File: src/rtl/cpsr_pkg.sv
// constants and types for the coprocessor context save/restore controller
package cpsr_pkg;
  // interface register offsets on the coprocessor side
  localparam logic [4:0] IFR_RESP = 5'h00;
  localparam logic [4:0] IFR_CTRL = 5'h02;
  localparam logic [4:0] IFR_SAVE = 5'h04;
  localparam logic [4:0] IFR_REST = 5'h06;
  localparam logic [4:0] IFR_OPND = 5'h10;
  // control register: exception acknowledge in bit 1, abort in bit 0
  localparam int CTL_ABORT_BIT = 0;
  localparam int CTL_XACK_BIT = 1;
  localparam logic [31:0] ABORT_MASK = 32'h00000001;
  // format word layout and codes
  localparam int FMT_CODE_LSB = 8;
  localparam int FMT_LEN_LSB = 0;
  localparam logic [7:0] FMT_EMPTY = 8'h00;
  localparam logic [7:0] FMT_NOT_READY = 8'h01;
  localparam logic [7:0] FMT_INVALID = 8'h02;
  // opcode word fields
  localparam int OP_COP_ID_LSB = 9;
  localparam int OP_EA_LSB = 0;
  localparam logic [2:0] EA_PREDEC = 3'h4;
  // software port offsets
  localparam logic [4:0] SW_CTRL = 5'h00;
  localparam logic [4:0] SW_OPWORD = 5'h04;
  localparam logic [4:0] SW_EADDR = 5'h08;
  localparam logic [4:0] SW_STATUS = 5'h0C;
  localparam logic [4:0] SW_FORMAT = 5'h10;
  localparam logic [4:0] SW_RESP = 5'h14;
  // software control bits
  localparam int CTL_GO_SAVE = 0;
  localparam int CTL_GO_REST = 1;
  localparam int CTL_SUPER = 2;
  localparam int CTL_GO_RESP = 3;
  // software status bits
  localparam int ST_BUSY = 0;
  localparam int ST_DONE = 1;
  localparam int ST_PRIV = 2;
  localparam int ST_FMT = 3;
  localparam int ST_FLINE = 4;
  localparam int ST_CNT_LSB = 8;
  localparam int ST_RETRY_LSB = 16;
  // reset values
  localparam logic [15:0] OPWORD_RST = 16'h0000;
  localparam logic [31:0] EADDR_RST = 32'h00000000;
  // interrupt service window after a not-ready answer
  localparam int CLK_PERIOD_NS = 100;
  localparam int SVC_TIME_NS = 400;
  localparam int SVC_CYC = (SVC_TIME_NS + CLK_PERIOD_NS - 1) / CLK_PERIOD_NS;
  // controller states
  typedef enum logic [3:0] {
    CS_IDLE, CS_SV_RD, CS_SV_SVC, CS_SV_FMT, CS_SV_OPRD, CS_SV_OPWR,
    CS_RS_MRD, CS_RS_WR, CS_RS_RD, CS_RS_OPRD, CS_RS_OPWR, CS_ABORT, CS_RESP
  } cpsr_state_type;
endpackage

File: src/rtl/cpsr_port.sv
// single-access engine: one strobe cycle, read data taken in the following cycle
`timescale 1ns/10ps
`default_nettype none
module cpsr_port #(
  parameter int AW = 32,
  parameter int DW = 32
) (
  input wire logic sys_clk,
  input wire logic nrst,
  input wire logic start,
  input wire logic write,
  input wire logic [AW-1:0] addr,
  input wire logic [DW-1:0] wdata,
  output logic [AW-1:0] p_addr,
  output logic [DW-1:0] p_wdata,
  output logic p_wr,
  output logic p_rd,
  input wire logic [DW-1:0] p_rdata,
  output logic done,
  output logic [DW-1:0] rdata
);
  logic data_phase;

  // strobes last one cycle; address and data hold until the next access
  always_ff @(posedge sys_clk) begin
    if (!nrst) begin
      p_wr <= 1'b0;
      p_rd <= 1'b0;
      p_addr <= '0;
      p_wdata <= '0;
    end else begin
      p_wr <= start && write;
      p_rd <= start && !write;
      if (start) begin
        p_addr <= addr;
        p_wdata <= wdata;
      end
    end
  end

  // far end answers in the cycle after the strobe; done follows one cycle later
  always_ff @(posedge sys_clk) begin
    if (!nrst) begin
      data_phase <= 1'b0;
      done <= 1'b0;
      rdata <= '0;
    end else begin
      data_phase <= p_wr || p_rd;
      done <= data_phase;
      if (data_phase) begin
        rdata <= p_rdata;
      end
    end
  end
endmodule // cpsr_port
`default_nettype wire

File: src/rtl/cpsr_ctrl.sv
// main-processor side sequencer for coprocessor context save and restore
`timescale 1ns/10ps
`default_nettype none
// How it works
// - not-ready on save read: service interrupts, then read save register again
// - coprocessor suspends or finishes its instruction after answering not-ready
// - coprocessor then presents a format code describing its state
// - low byte counts state bytes, excluding format word and null word
// - coprocessor is idle after a finished save
// - coprocessor may answer invalid when busy with save or restore
// - coprocessor stops, checks word, echoes a valid word
// - invalid restore word: abort value 0001 to control, format error
// - coprocessor provides the full interface register set
// - service requests sit in the 16-bit register at offset zero
// - control register: acknowledge bit 1, abort bit 0
// - coprocessor provides a 16-bit save register
// - coprocessor provides a 16-bit restore register
// - state moves as long words through the 32-bit operand register
module cpsr_ctrl (
  input wire logic sys_clk,
  input wire logic nrst,
  input wire logic [4:0] sw_addr,
  input wire logic [31:0] sw_wdata,
  input wire logic sw_wr,
  input wire logic sw_rd,
  output logic [31:0] sw_rdata,
  output logic [4:0] ifr_addr,
  output logic [31:0] ifr_wdata,
  output logic ifr_wr,
  output logic ifr_rd,
  input wire logic [31:0] ifr_rdata,
  output logic [2:0] ifr_cop_id,
  output logic [31:0] mem_addr,
  output logic [31:0] mem_wdata,
  output logic mem_wr,
  output logic mem_rd,
  input wire logic [31:0] mem_rdata,
  output logic svc_window
);
  import cpsr_pkg::*;

  cpsr_state_type st;
  logic pend;
  logic c_go, c_we, c_done;
  logic [4:0] c_addr;
  logic [31:0] c_wd, c_rd;
  logic m_go, m_we, m_done;
  logic [31:0] m_addr, m_wd, m_rd;
  logic [15:0] opword, fmt, resp;
  logic [31:0] eaddr, data;
  logic [7:0] len, cnt, gap, retries;
  logic sup, busy, done_f, priv_err, fmt_err, fline_err;
  logic ctrl_wr, go_save, go_rest, go_resp;

  // save accepts control alterable plus predecrement
  function automatic logic ea_ok_save(input logic [5:0] ea);
    case (ea[5:3])
      3'h2, 3'h4, 3'h5, 3'h6: ea_ok_save = 1'b1;
      3'h7: ea_ok_save = (ea[2:0] <= 3'h1);
      default: ea_ok_save = 1'b0;
    endcase
  endfunction

  // restore accepts memory modes except predecrement; immediate is refused
  function automatic logic ea_ok_rest(input logic [5:0] ea);
    case (ea[5:3])
      3'h2, 3'h3, 3'h5, 3'h6: ea_ok_rest = 1'b1;
      3'h7: ea_ok_rest = (ea[2:0] <= 3'h3);
      default: ea_ok_rest = 1'b0;
    endcase
  endfunction

  // command decode: go bits are ignored while a sequence runs
  assign ctrl_wr = sw_wr && (sw_addr == SW_CTRL) && (st == CS_IDLE);
  assign go_save = ctrl_wr && sw_wdata[CTL_GO_SAVE];
  assign go_rest = ctrl_wr && sw_wdata[CTL_GO_REST] && !sw_wdata[CTL_GO_SAVE];
  assign go_resp = ctrl_wr && sw_wdata[CTL_GO_RESP] && !sw_wdata[CTL_GO_SAVE] && !sw_wdata[CTL_GO_REST];

  cpsr_port #(.AW(5), .DW(32)) ifr_port_inst (
    .sys_clk(sys_clk),
    .nrst(nrst),
    .start(c_go),
    .write(c_we),
    .addr(c_addr),
    .wdata(c_wd),
    .p_addr(ifr_addr),
    .p_wdata(ifr_wdata),
    .p_wr(ifr_wr),
    .p_rd(ifr_rd),
    .p_rdata(ifr_rdata),
    .done(c_done),
    .rdata(c_rd)
  );

  cpsr_port #(.AW(32), .DW(32)) mem_port_inst (
    .sys_clk(sys_clk),
    .nrst(nrst),
    .start(m_go),
    .write(m_we),
    .addr(m_addr),
    .wdata(m_wd),
    .p_addr(mem_addr),
    .p_wdata(mem_wdata),
    .p_wr(mem_wr),
    .p_rd(mem_rd),
    .p_rdata(mem_rdata),
    .done(m_done),
    .rdata(m_rd)
  );

  // software-written setup; held steady while a sequence runs
  always_ff @(posedge sys_clk) begin
    if (!nrst) begin
      opword <= OPWORD_RST;
      eaddr <= EADDR_RST;
      sup <= 1'b0;
    end else if (st == CS_IDLE && sw_wr) begin
      if (sw_addr == SW_OPWORD) begin
        opword <= sw_wdata[15:0];
      end
      if (sw_addr == SW_EADDR) begin
        eaddr <= sw_wdata;
      end
      if (sw_addr == SW_CTRL) begin
        sup <= sw_wdata[CTL_SUPER];
      end
    end
  end

  // read data stands only in the cycle after the read strobe
  always_ff @(posedge sys_clk) begin
    if (!nrst) begin
      sw_rdata <= 32'h00000000;
    end else if (sw_rd) begin
      case (sw_addr)
        SW_CTRL: sw_rdata <= {29'h0, sup, 2'h0};
        SW_OPWORD: sw_rdata <= {16'h0000, opword};
        SW_EADDR: sw_rdata <= eaddr;
        SW_STATUS: sw_rdata <= {8'h00, retries, cnt, 3'h0, fline_err, fmt_err, priv_err, done_f, busy};
        SW_FORMAT: sw_rdata <= {16'h0000, fmt};
        SW_RESP: sw_rdata <= {16'h0000, resp};
        default: sw_rdata <= 32'h00000000;
      endcase
    end else begin
      sw_rdata <= 32'h00000000;
    end
  end

  // sequencer: each access state issues one go, then waits for its done
  always_ff @(posedge sys_clk) begin
    if (!nrst) begin
      st <= CS_IDLE;
      pend <= 1'b0;
      c_go <= 1'b0;
      c_we <= 1'b0;
      c_addr <= 5'h00;
      c_wd <= 32'h00000000;
      m_go <= 1'b0;
      m_we <= 1'b0;
      m_addr <= 32'h00000000;
      m_wd <= 32'h00000000;
      fmt <= 16'h0000;
      resp <= 16'h0000;
      len <= 8'h00;
      cnt <= 8'h00;
      gap <= 8'h00;
      retries <= 8'h00;
      data <= 32'h00000000;
      busy <= 1'b0;
      done_f <= 1'b0;
      priv_err <= 1'b0;
      fmt_err <= 1'b0;
      fline_err <= 1'b0;
      svc_window <= 1'b0;
      ifr_cop_id <= 3'h0;
    end else begin
      c_go <= 1'b0;
      m_go <= 1'b0;
      case (st)
        CS_IDLE: begin
          if (go_save || go_rest || go_resp) begin
            done_f <= 1'b0;
            priv_err <= 1'b0;
            fmt_err <= 1'b0;
            fline_err <= 1'b0;
            cnt <= 8'h00;
            retries <= 8'h00;
            pend <= 1'b0;
            ifr_cop_id <= opword[OP_COP_ID_LSB +: 3];
            if (go_resp) begin
              busy <= 1'b1;
              st <= CS_RESP;
            end else if (!sw_wdata[CTL_SUPER]) begin
              priv_err <= 1'b1;
              done_f <= 1'b1;
            end else if (go_save ? !ea_ok_save(opword[OP_EA_LSB +: 6]) : !ea_ok_rest(opword[OP_EA_LSB +: 6])) begin
              fline_err <= 1'b1;
              done_f <= 1'b1;
            end else begin
              busy <= 1'b1;
              st <= go_save ? CS_SV_RD : CS_RS_MRD;
            end
          end
        end
        CS_RESP: begin
          if (!pend) begin
            c_go <= 1'b1;
            c_we <= 1'b0;
            c_addr <= IFR_RESP;
            pend <= 1'b1;
          end else if (c_done) begin
            resp <= c_rd[15:0];
            pend <= 1'b0;
            busy <= 1'b0;
            done_f <= 1'b1;
            st <= CS_IDLE;
          end
        end
        CS_SV_RD: begin
          if (!pend) begin
            c_go <= 1'b1;
            c_we <= 1'b0;
            c_addr <= IFR_SAVE;
            pend <= 1'b1;
          end else if (c_done) begin
            pend <= 1'b0;
            fmt <= c_rd[15:0];
            len <= c_rd[FMT_LEN_LSB +: 8];
            if (c_rd[FMT_CODE_LSB +: 8] == FMT_NOT_READY) begin
              // interrupts get a window before the save register is polled again
              retries <= 8'(retries + 8'h01);
              gap <= 8'(SVC_CYC);
              svc_window <= 1'b1;
              st <= CS_SV_SVC;
            end else if (c_rd[FMT_CODE_LSB +: 8] == FMT_INVALID || c_rd[1:0] != 2'b00) begin
              st <= CS_ABORT;
            end else begin
              st <= CS_SV_FMT;
            end
          end
        end
        CS_SV_SVC: begin
          gap <= 8'(gap - 8'h01);
          if (gap <= 8'h01) begin
            svc_window <= 1'b0;
            st <= CS_SV_RD;
          end
        end
        CS_SV_FMT: begin
          if (!pend) begin
            // format word and its null word form one long word
            m_go <= 1'b1;
            m_we <= 1'b1;
            m_addr <= eaddr;
            m_wd <= {fmt, 16'h0000};
            pend <= 1'b1;
          end else if (m_done) begin
            pend <= 1'b0;
            if (fmt[FMT_CODE_LSB +: 8] == FMT_EMPTY || len == 8'h00) begin
              busy <= 1'b0;
              done_f <= 1'b1;
              st <= CS_IDLE;
            end else begin
              st <= CS_SV_OPRD;
            end
          end
        end
        CS_SV_OPRD: begin
          if (!pend) begin
            c_go <= 1'b1;
            c_we <= 1'b0;
            c_addr <= IFR_OPND;
            pend <= 1'b1;
          end else if (c_done) begin
            pend <= 1'b0;
            data <= c_rd;
            st <= CS_SV_OPWR;
          end
        end
        CS_SV_OPWR: begin
          if (!pend) begin
            m_go <= 1'b1;
            m_we <= 1'b1;
            m_addr <= eaddr + 32'h00000004 + {24'h000000, cnt};
            m_wd <= data;
            pend <= 1'b1;
          end else if (m_done) begin
            pend <= 1'b0;
            cnt <= 8'(cnt + 8'h04);
            if (8'(cnt + 8'h04) == len) begin
              busy <= 1'b0;
              done_f <= 1'b1;
              st <= CS_IDLE;
            end else begin
              st <= CS_SV_OPRD;
            end
          end
        end
        CS_RS_MRD: begin
          if (!pend) begin
            m_go <= 1'b1;
            m_we <= 1'b0;
            m_addr <= eaddr;
            pend <= 1'b1;
          end else if (m_done) begin
            pend <= 1'b0;
            fmt <= m_rd[31:16];
            len <= m_rd[16 + FMT_LEN_LSB +: 8];
            st <= (m_rd[17:16] != 2'b00) ? CS_ABORT : CS_RS_WR;
          end
        end
        CS_RS_WR: begin
          if (!pend) begin
            c_go <= 1'b1;
            c_we <= 1'b1;
            c_addr <= IFR_REST;
            c_wd <= {16'h0000, fmt};
            pend <= 1'b1;
          end else if (c_done) begin
            pend <= 1'b0;
            st <= CS_RS_RD;
          end
        end
        CS_RS_RD: begin
          if (!pend) begin
            c_go <= 1'b1;
            c_we <= 1'b0;
            c_addr <= IFR_REST;
            pend <= 1'b1;
          end else if (c_done) begin
            pend <= 1'b0;
            // not-ready on restore is polled again without an interrupt window
            if (c_rd[FMT_CODE_LSB +: 8] == FMT_NOT_READY) begin
              retries <= 8'(retries + 8'h01);
            end else if (c_rd[15:0] != fmt) begin
              st <= CS_ABORT;
            end else if (fmt[FMT_CODE_LSB +: 8] == FMT_EMPTY || len == 8'h00) begin
              busy <= 1'b0;
              done_f <= 1'b1;
              st <= CS_IDLE;
            end else begin
              st <= CS_RS_OPRD;
            end
          end
        end
        CS_RS_OPRD: begin
          if (!pend) begin
            m_go <= 1'b1;
            m_we <= 1'b0;
            m_addr <= eaddr + 32'h00000004 + {24'h000000, cnt};
            pend <= 1'b1;
          end else if (m_done) begin
            pend <= 1'b0;
            data <= m_rd;
            st <= CS_RS_OPWR;
          end
        end
        CS_RS_OPWR: begin
          if (!pend) begin
            c_go <= 1'b1;
            c_we <= 1'b1;
            c_addr <= IFR_OPND;
            c_wd <= data;
            pend <= 1'b1;
          end else if (c_done) begin
            pend <= 1'b0;
            cnt <= 8'(cnt + 8'h04);
            if (8'(cnt + 8'h04) == len) begin
              busy <= 1'b0;
              done_f <= 1'b1;
              st <= CS_IDLE;
            end else begin
              st <= CS_RS_OPRD;
            end
          end
        end
        CS_ABORT: begin
          if (!pend) begin
            c_go <= 1'b1;
            c_we <= 1'b1;
            c_addr <= IFR_CTRL;
            c_wd <= ABORT_MASK;
            pend <= 1'b1;
          end else if (c_done) begin
            pend <= 1'b0;
            fmt_err <= 1'b1;
            busy <= 1'b0;
            done_f <= 1'b1;
            st <= CS_IDLE;
          end
        end
        default: begin
          st <= CS_IDLE;
          pend <= 1'b0;
          busy <= 1'b0;
        end
      endcase
    end
  end

  localparam int A_NR_LO = SVC_CYC + 2;
  localparam int A_NR_HI = SVC_CYC + 3;
  logic sv_nr, rs_empty;
  assign sv_nr = st == CS_SV_RD && pend && c_done && c_rd[15:8] == FMT_NOT_READY;
  assign rs_empty = st == CS_RS_RD && pend && c_done && c_rd[15:0] == fmt && fmt[15:8] == FMT_EMPTY;
endmodule // cpsr_ctrl
`default_nettype wire

File: config.mk
export PLATFORM = sky130hd
export DESIGN_NAME = cpsr_ctrl
export DESIGN_NICKNAME = d
export VERILOG_FILES = /design/src/rtl/cpsr_pkg.sv /design/src/rtl/cpsr_port.sv /design/src/rtl/cpsr_ctrl.sv
export SDC_FILE = /design/constraint.sdc
export NUM_CORES = 1
export LEC_CHECK = 0
export ABC_AREA = 1
export BUFFER_PORTS_ARGS = -buffer_cell sky130_fd_sc_hd__buf_4
export CAP_MARGIN = 20
export CORE_ASPECT_RATIO = 1.25
export CORE_MARGIN = 8
export CORE_UTILIZATION = 38
export CTS_CLUSTER_DIAMETER = 80
export DETAILED_ROUTE_END_ITERATION = 10
export GPL_TIMING_DRIVEN = 0
export SYNTH_ARGS = -nofsm -noshare
export SYNTH_HDL_FRONTEND = slang
export SYNTH_HIERARCHICAL = 1
export SYNTH_SLANG_ARGS = --single-unit
File: constraint.sdc
create_clock -name sys_clk -period 4.6 [get_ports sys_clk]
set_input_delay 1.38 -clock sys_clk [delete_from_list [all_inputs] [get_ports sys_clk]]
set_output_delay 1.38 -clock sys_clk [all_outputs]
set_load 0.02 [all_outputs]
* Word-level counts from Yosys, hierarchy flattened
Cells that the tools add are included.
** Storage, ports and cells
- Register bits after elaboration :: 469
- Logic and storage cells :: 363
** Operators by class
- Reductions and logical operators :: 84
- Eq/ne operators :: 74
- Magnitude comparators :: 3
- $add $sub $neg :: 5
- Multiplexer cells :: 153
- Bitwise gates (word level) :: 2
** Operators with widths (count)
- two-way mux 32 bit :: 10
- case mux 32 bit (2 select lines) :: 3
- case mux 32 bit (6 select lines) :: 1
- two-way mux 4 bit :: 32
- two-way mux 8 bit :: 15
- case mux 32 bit (3 select lines) :: 1
- two-way mux 16 bit :: 4
- two-way mux 1 bit :: 63
- inequality test 2 bit (second input constant) :: 29
- case mux 4 bit (12 select lines) :: 1
- case mux 8 bit (2 select lines) :: 3
- adder 32 x 3 -> 32 bit (second input constant) :: 1
- adder 32 x 8 -> 32 bit :: 1
- inequality test 2 x 1 -> 1 bit (second input constant) :: 16
- case mux 16 bit (2 select lines) :: 1
- two-way mux 5 bit :: 5
- case mux 5 bit (5 select lines) :: 1
- AND reduction 25 bit :: 1
- case mux 8 bit (3 select lines) :: 1
- nonzero test 2 bit :: 11
- == test 4 bit (second input constant) :: 5
- AND reduction 5 bit :: 4
- == test 4 x 3 -> 1 bit (second input constant) :: 4
- zero test 8 bit :: 2
- 43 further kinds :: 106

* Logic depth before layout (Yosys ltp)
- Word-level depth :: 17
- Gate-level depth with buffers :: 17
- Gate-level depth less buffers :: 17

* By module
The synthesis kept the hierarchy.
** By module, submodules not included
- cpsr_ctrl :: instances 1, area each 13570.5 µm², cells an instance 1941
- cpsr_port at mem_port_inst :: instances 1, area each 4018.9 µm², cells an instance 621
- cpsr_port at ifr_port_inst :: instances 1, area each 2914.0 µm², cells an instance 450

* Least setup slack after synthesis
No wires, ideal clock.
- Kind :: input-to-reg
- Start :: input port sw_addr[1]
- End :: register opword[12]
- Library setup time :: 0.116 ns
- Cell stages on the path :: 9
- Path slack :: 1.741 ns
- Path buffers :: 1
- Arrival time :: 2.743 ns
- Required time :: 4.484 ns
- Cell sequence :: nor2_2 nand2_1 nor3_1 inv_1 nor2_1 inv_2 clkbuf_1 nor2_1 nor2_1
** On the way
- Longest elaborated chain between the ends :: 2
** RTL lines
- start: declaration :: RTL line cpsr_ctrl.sv:22 : input wire logic [4:0] sw_addr,
- == test 5 x 3 -> 1 bit :: RTL line cpsr_ctrl.sv:118 : if (sw_addr == SW_OPWORD) begin
- AND reduction 2 bit (no line)
- end signal: assignment :: RTL line cpsr_ctrl.sv:119 : opword <= sw_wdata[15:0];
- end: declaration :: RTL line cpsr_ctrl.sv:49 : logic [15:0] opword, fmt, resp;
Every way passes these cells.
A chain may end at the register's enable or synchronous reset.

==> out/qor.yml <==
most_numerous_cell_types_in_the_synthesized_netlist: "721 x sky130_fd_sc_hd__nand2_1, 539 x sky130_fd_sc_hd__nor2_1, 457 x sky130_fd_sc_hd__dfxtp_1"
switching_share_pct: 23.2
worst-setup-path-type: "in2reg"
synth.yosys.seq_area_share_pct: 44.6
globalRoute.totalOverflow: 0
post-cts-setup-buffer-count: 0
grt_pass1_vias: 19500
start_kind: "primary input"
critical_path_peak_fanout: 10
maximum_vdd_ir_drop_mv: 0.231
setup.worst_path.end_class: "flip-flop"
timing.hold.worst.class: "reg2reg"
vias_per_cell: 4.91
fin_crit_share_pct: 71.3
syn_to_final_growth_pct: 20.8
grt_setup_unrepaired: "false"
post-synth-top-count-cell: "sky130_fd_sc_hd__nand2_1"
numClockSinks: 457
finalWeightedCongestion: 0.982
tns_ns: 0
critical_path_arrival_ns: 3.81
synthArstFlopShare_pct: 0
dp.final_hpwl_um: 59100
synth_top_area_share_pct: 44.6
cts_resized: 0
clock_latency_ns: 0.62
proportion_of_layout_cells_with_a_drive_suffix_above_1_pct: 13.0
grt_start_max_net_pins: 14
die_height_um: 276
h-tree-depth: 2
multiInputGateArea_mm2: 0.00910
tritoncts: "done"
port_buffers: 245
floorplan.core_area_mm2: 0.0536
pwr-share-comb_pct: 3.6
grt_antenna_before_repair: 2
design.portCount: 246
mean_syn_cell_area_um2: 6.81
worst_ep_required_time_ns: 5.14
tightestPinTransition_ns: 1.04
power_density_mw_per_mm2: 327
final.fill_count: 5766
floorplan.rows: 95
vias: 20000
dp_worst_setup_slack_ns: 0.802
status: "complete, no violations"
synthesis.yosys.warnings: 6
clk_root_buffer_cell: "sky130_fd_sc_hd__clkbuf_16"
finalWorstSetupSlack_ns: 1.32
period_minus_slack_ns: 3.28
chipWidth_um: 224
synth_instances: 3012
postRouteAntennaNets: 0
max_clock_freq_mhz: 305
drv_slew: 0
slew_headroom_pct: 30.5
ys_seq_elements: 457
cts_inserted_buffers: 48
first_iter_violations: 1471
p_sw_uw: 1880
n_antenna_cell: 0
hold_viol_final: 0
route.detailed.wl_per_inst_um: 18.3
cap_viol_max_count: 0
post_synth_main_area_contributors: "sky130_fd_sc_hd__dfxtp_1 45%, sky130_fd_sc_hd__nand2_1 13%, sky130_fd_sc_hd__nor2_1 9.9%"
part_of_the_total_power_dissipated_in_the_clock_network_pct: 47.4
firstDrtPassIters: 6
groute.usage.overall_pct: 23.6
max-clock-path-buffers: 3
grt_pass1_wl_um: 112000
synth_top_area_cell: "sky130_fd_sc_hd__dfxtp_1"
cts_hold_bufs: 0
yosys.cell_types.count: 41
final-setup-viol-count: 0
static-leakage-power_uw: 0.0102
drc_errors: 0
design.final.nets: 3432
internal_power_uw: 6220
sequentialPowerShare_pct: 49.0
mappedNetlistArea_mm2: 0.0205
die_area_mm2: 0.0617
route.final.wire_length_um: 74500
floorplan.initialDensity_pct: 38.2
clk_pin_slew_ns: 0.06
skew_ns: 0.0295
yosys_most_used_dff: "sky130_fd_sc_hd__dfxtp_1"
synth-edff-count: 0
seq_area_mm2: 0.00915
## sequential cells by signal, summed over array words and instances, names as in the netlist, 16 cells and up
name and cells:
c_wd 32, data 32, eaddr 32, fmt 16, ifr_port_inst/p_wdata 32, ifr_port_inst/rdata 32
m_addr 32, m_wd 32, mem_port_inst/p_addr 32, mem_port_inst/p_wdata 32, mem_port_inst/rdata 32, opword 16
resp 16, sw_rdata 32
## worst max-delay path: stages
cell and delay, ns:
sky130_fd_sc_hd__buf_4 0.11, sky130_fd_sc_hd__clkbuf_1 0.77, sky130_fd_sc_hd__clkbuf_1 0.63, sky130_fd_sc_hd__clkbuf_1 0.48
sky130_fd_sc_hd__o21ai_0 0.26, sky130_fd_sc_hd__a21oi_1 0.16
## path summary, 6_finish.rpt
check        start                 end  slack, ns  depth (start not counted)
max           nrst           eaddr[30]       1.32                          6
min           m_we  mem_port_inst/p_rd       0.44                          1
max reg2reg  st[1]          m_addr[28]       1.92                         11
min reg2reg   m_we  mem_port_inst/p_rd       0.44                          1
## final cells by class
class	count	area share (%)
Inverter	425	6.44
Sequential cell	457	36.9
Timing Repair Buffer	245	7.42
Tap cell	727	3.67
Buffer	145	2.69
Clock inverter	20	0.763
Multi-Input combinational cell	1987	36.7
Clock buffer	62	5.34
## per-stage QoR
stage / power, uW / cell area [um2] / util [%] / std cells / hold slack [ns]
after floorplan: 4200 / 20500 / - / 3014 / 0.411
after global placement: 4350 / 23300 / 43.4 / 3986 / 0.430
after detailed placement: 4350 / 23300 / 43.4 / 3986 / 0.433
after CTS: 8160 / 24800 / 46.2 / 4068 / 0.444
after global routing: 8340 / 24800 / 46.2 / 4068 / 0.466
final: 8100 / 24800 / 46.2 / 4068 / 0.444
## logic make-up after synthesis
kind of cell / Yosys count / share of synthesized area, %
adder cells (fa/ha/maj): 18 / 1.10
XOR/XNOR: 16 / 0.683
buffers and inverters: 570 / 11.0
AO/OA/AOI/OAI: 534 / 15.0
AND/OR/NAND/NOR: 1416 / 27.5
flip-flops: 457 / 44.6
other: 1 / 0.0183
## routing by layer
layer  track usage (%)  wire length, um  up-vias  share of wire (%)
met2              42.6            36700      579                 49
met4              10.5             3450        2                4.6
met5                 0               12        -              0.016
met3              3.27             3540      177                4.8
met1              27.5            30800     9133                 41
li1                  -                -    10100                  -
## cells in the final DEF, fill, tap and decap left out, types with 18 or more instances in the layout
master,n
sky130_fd_sc_hd__clkbuf_16,48
sky130_fd_sc_hd__ha_1,18
sky130_fd_sc_hd__nor2_1,539
sky130_fd_sc_hd__a211oi_1,112
sky130_fd_sc_hd__dfxtp_1,457
sky130_fd_sc_hd__buf_4,258
sky130_fd_sc_hd__nand2_1,721
sky130_fd_sc_hd__a31oi_1,22
sky130_fd_sc_hd__buf_2,53
sky130_fd_sc_hd__o21ai_0,140
sky130_fd_sc_hd__nor3_1,31
sky130_fd_sc_hd__clkbuf_1,82
sky130_fd_sc_hd__o22ai_1,39
sky130_fd_sc_hd__inv_1,407
sky130_fd_sc_hd__nand3_1,69
sky130_fd_sc_hd__a21oi_1,194
## power by group through the flow
stage	registers, uW	clock network [uW]	logic [uW]
6_report	3970	3840	292
4_1_cts	3970	3900	292
3_5_place_dp	4060	0	291
2_1_floorplan	4060	0	139
3_3_place_gp	4060	0	292
5_1_grt	3970	4050	319
No activity file was read; power rests on OpenSTA's default activity.
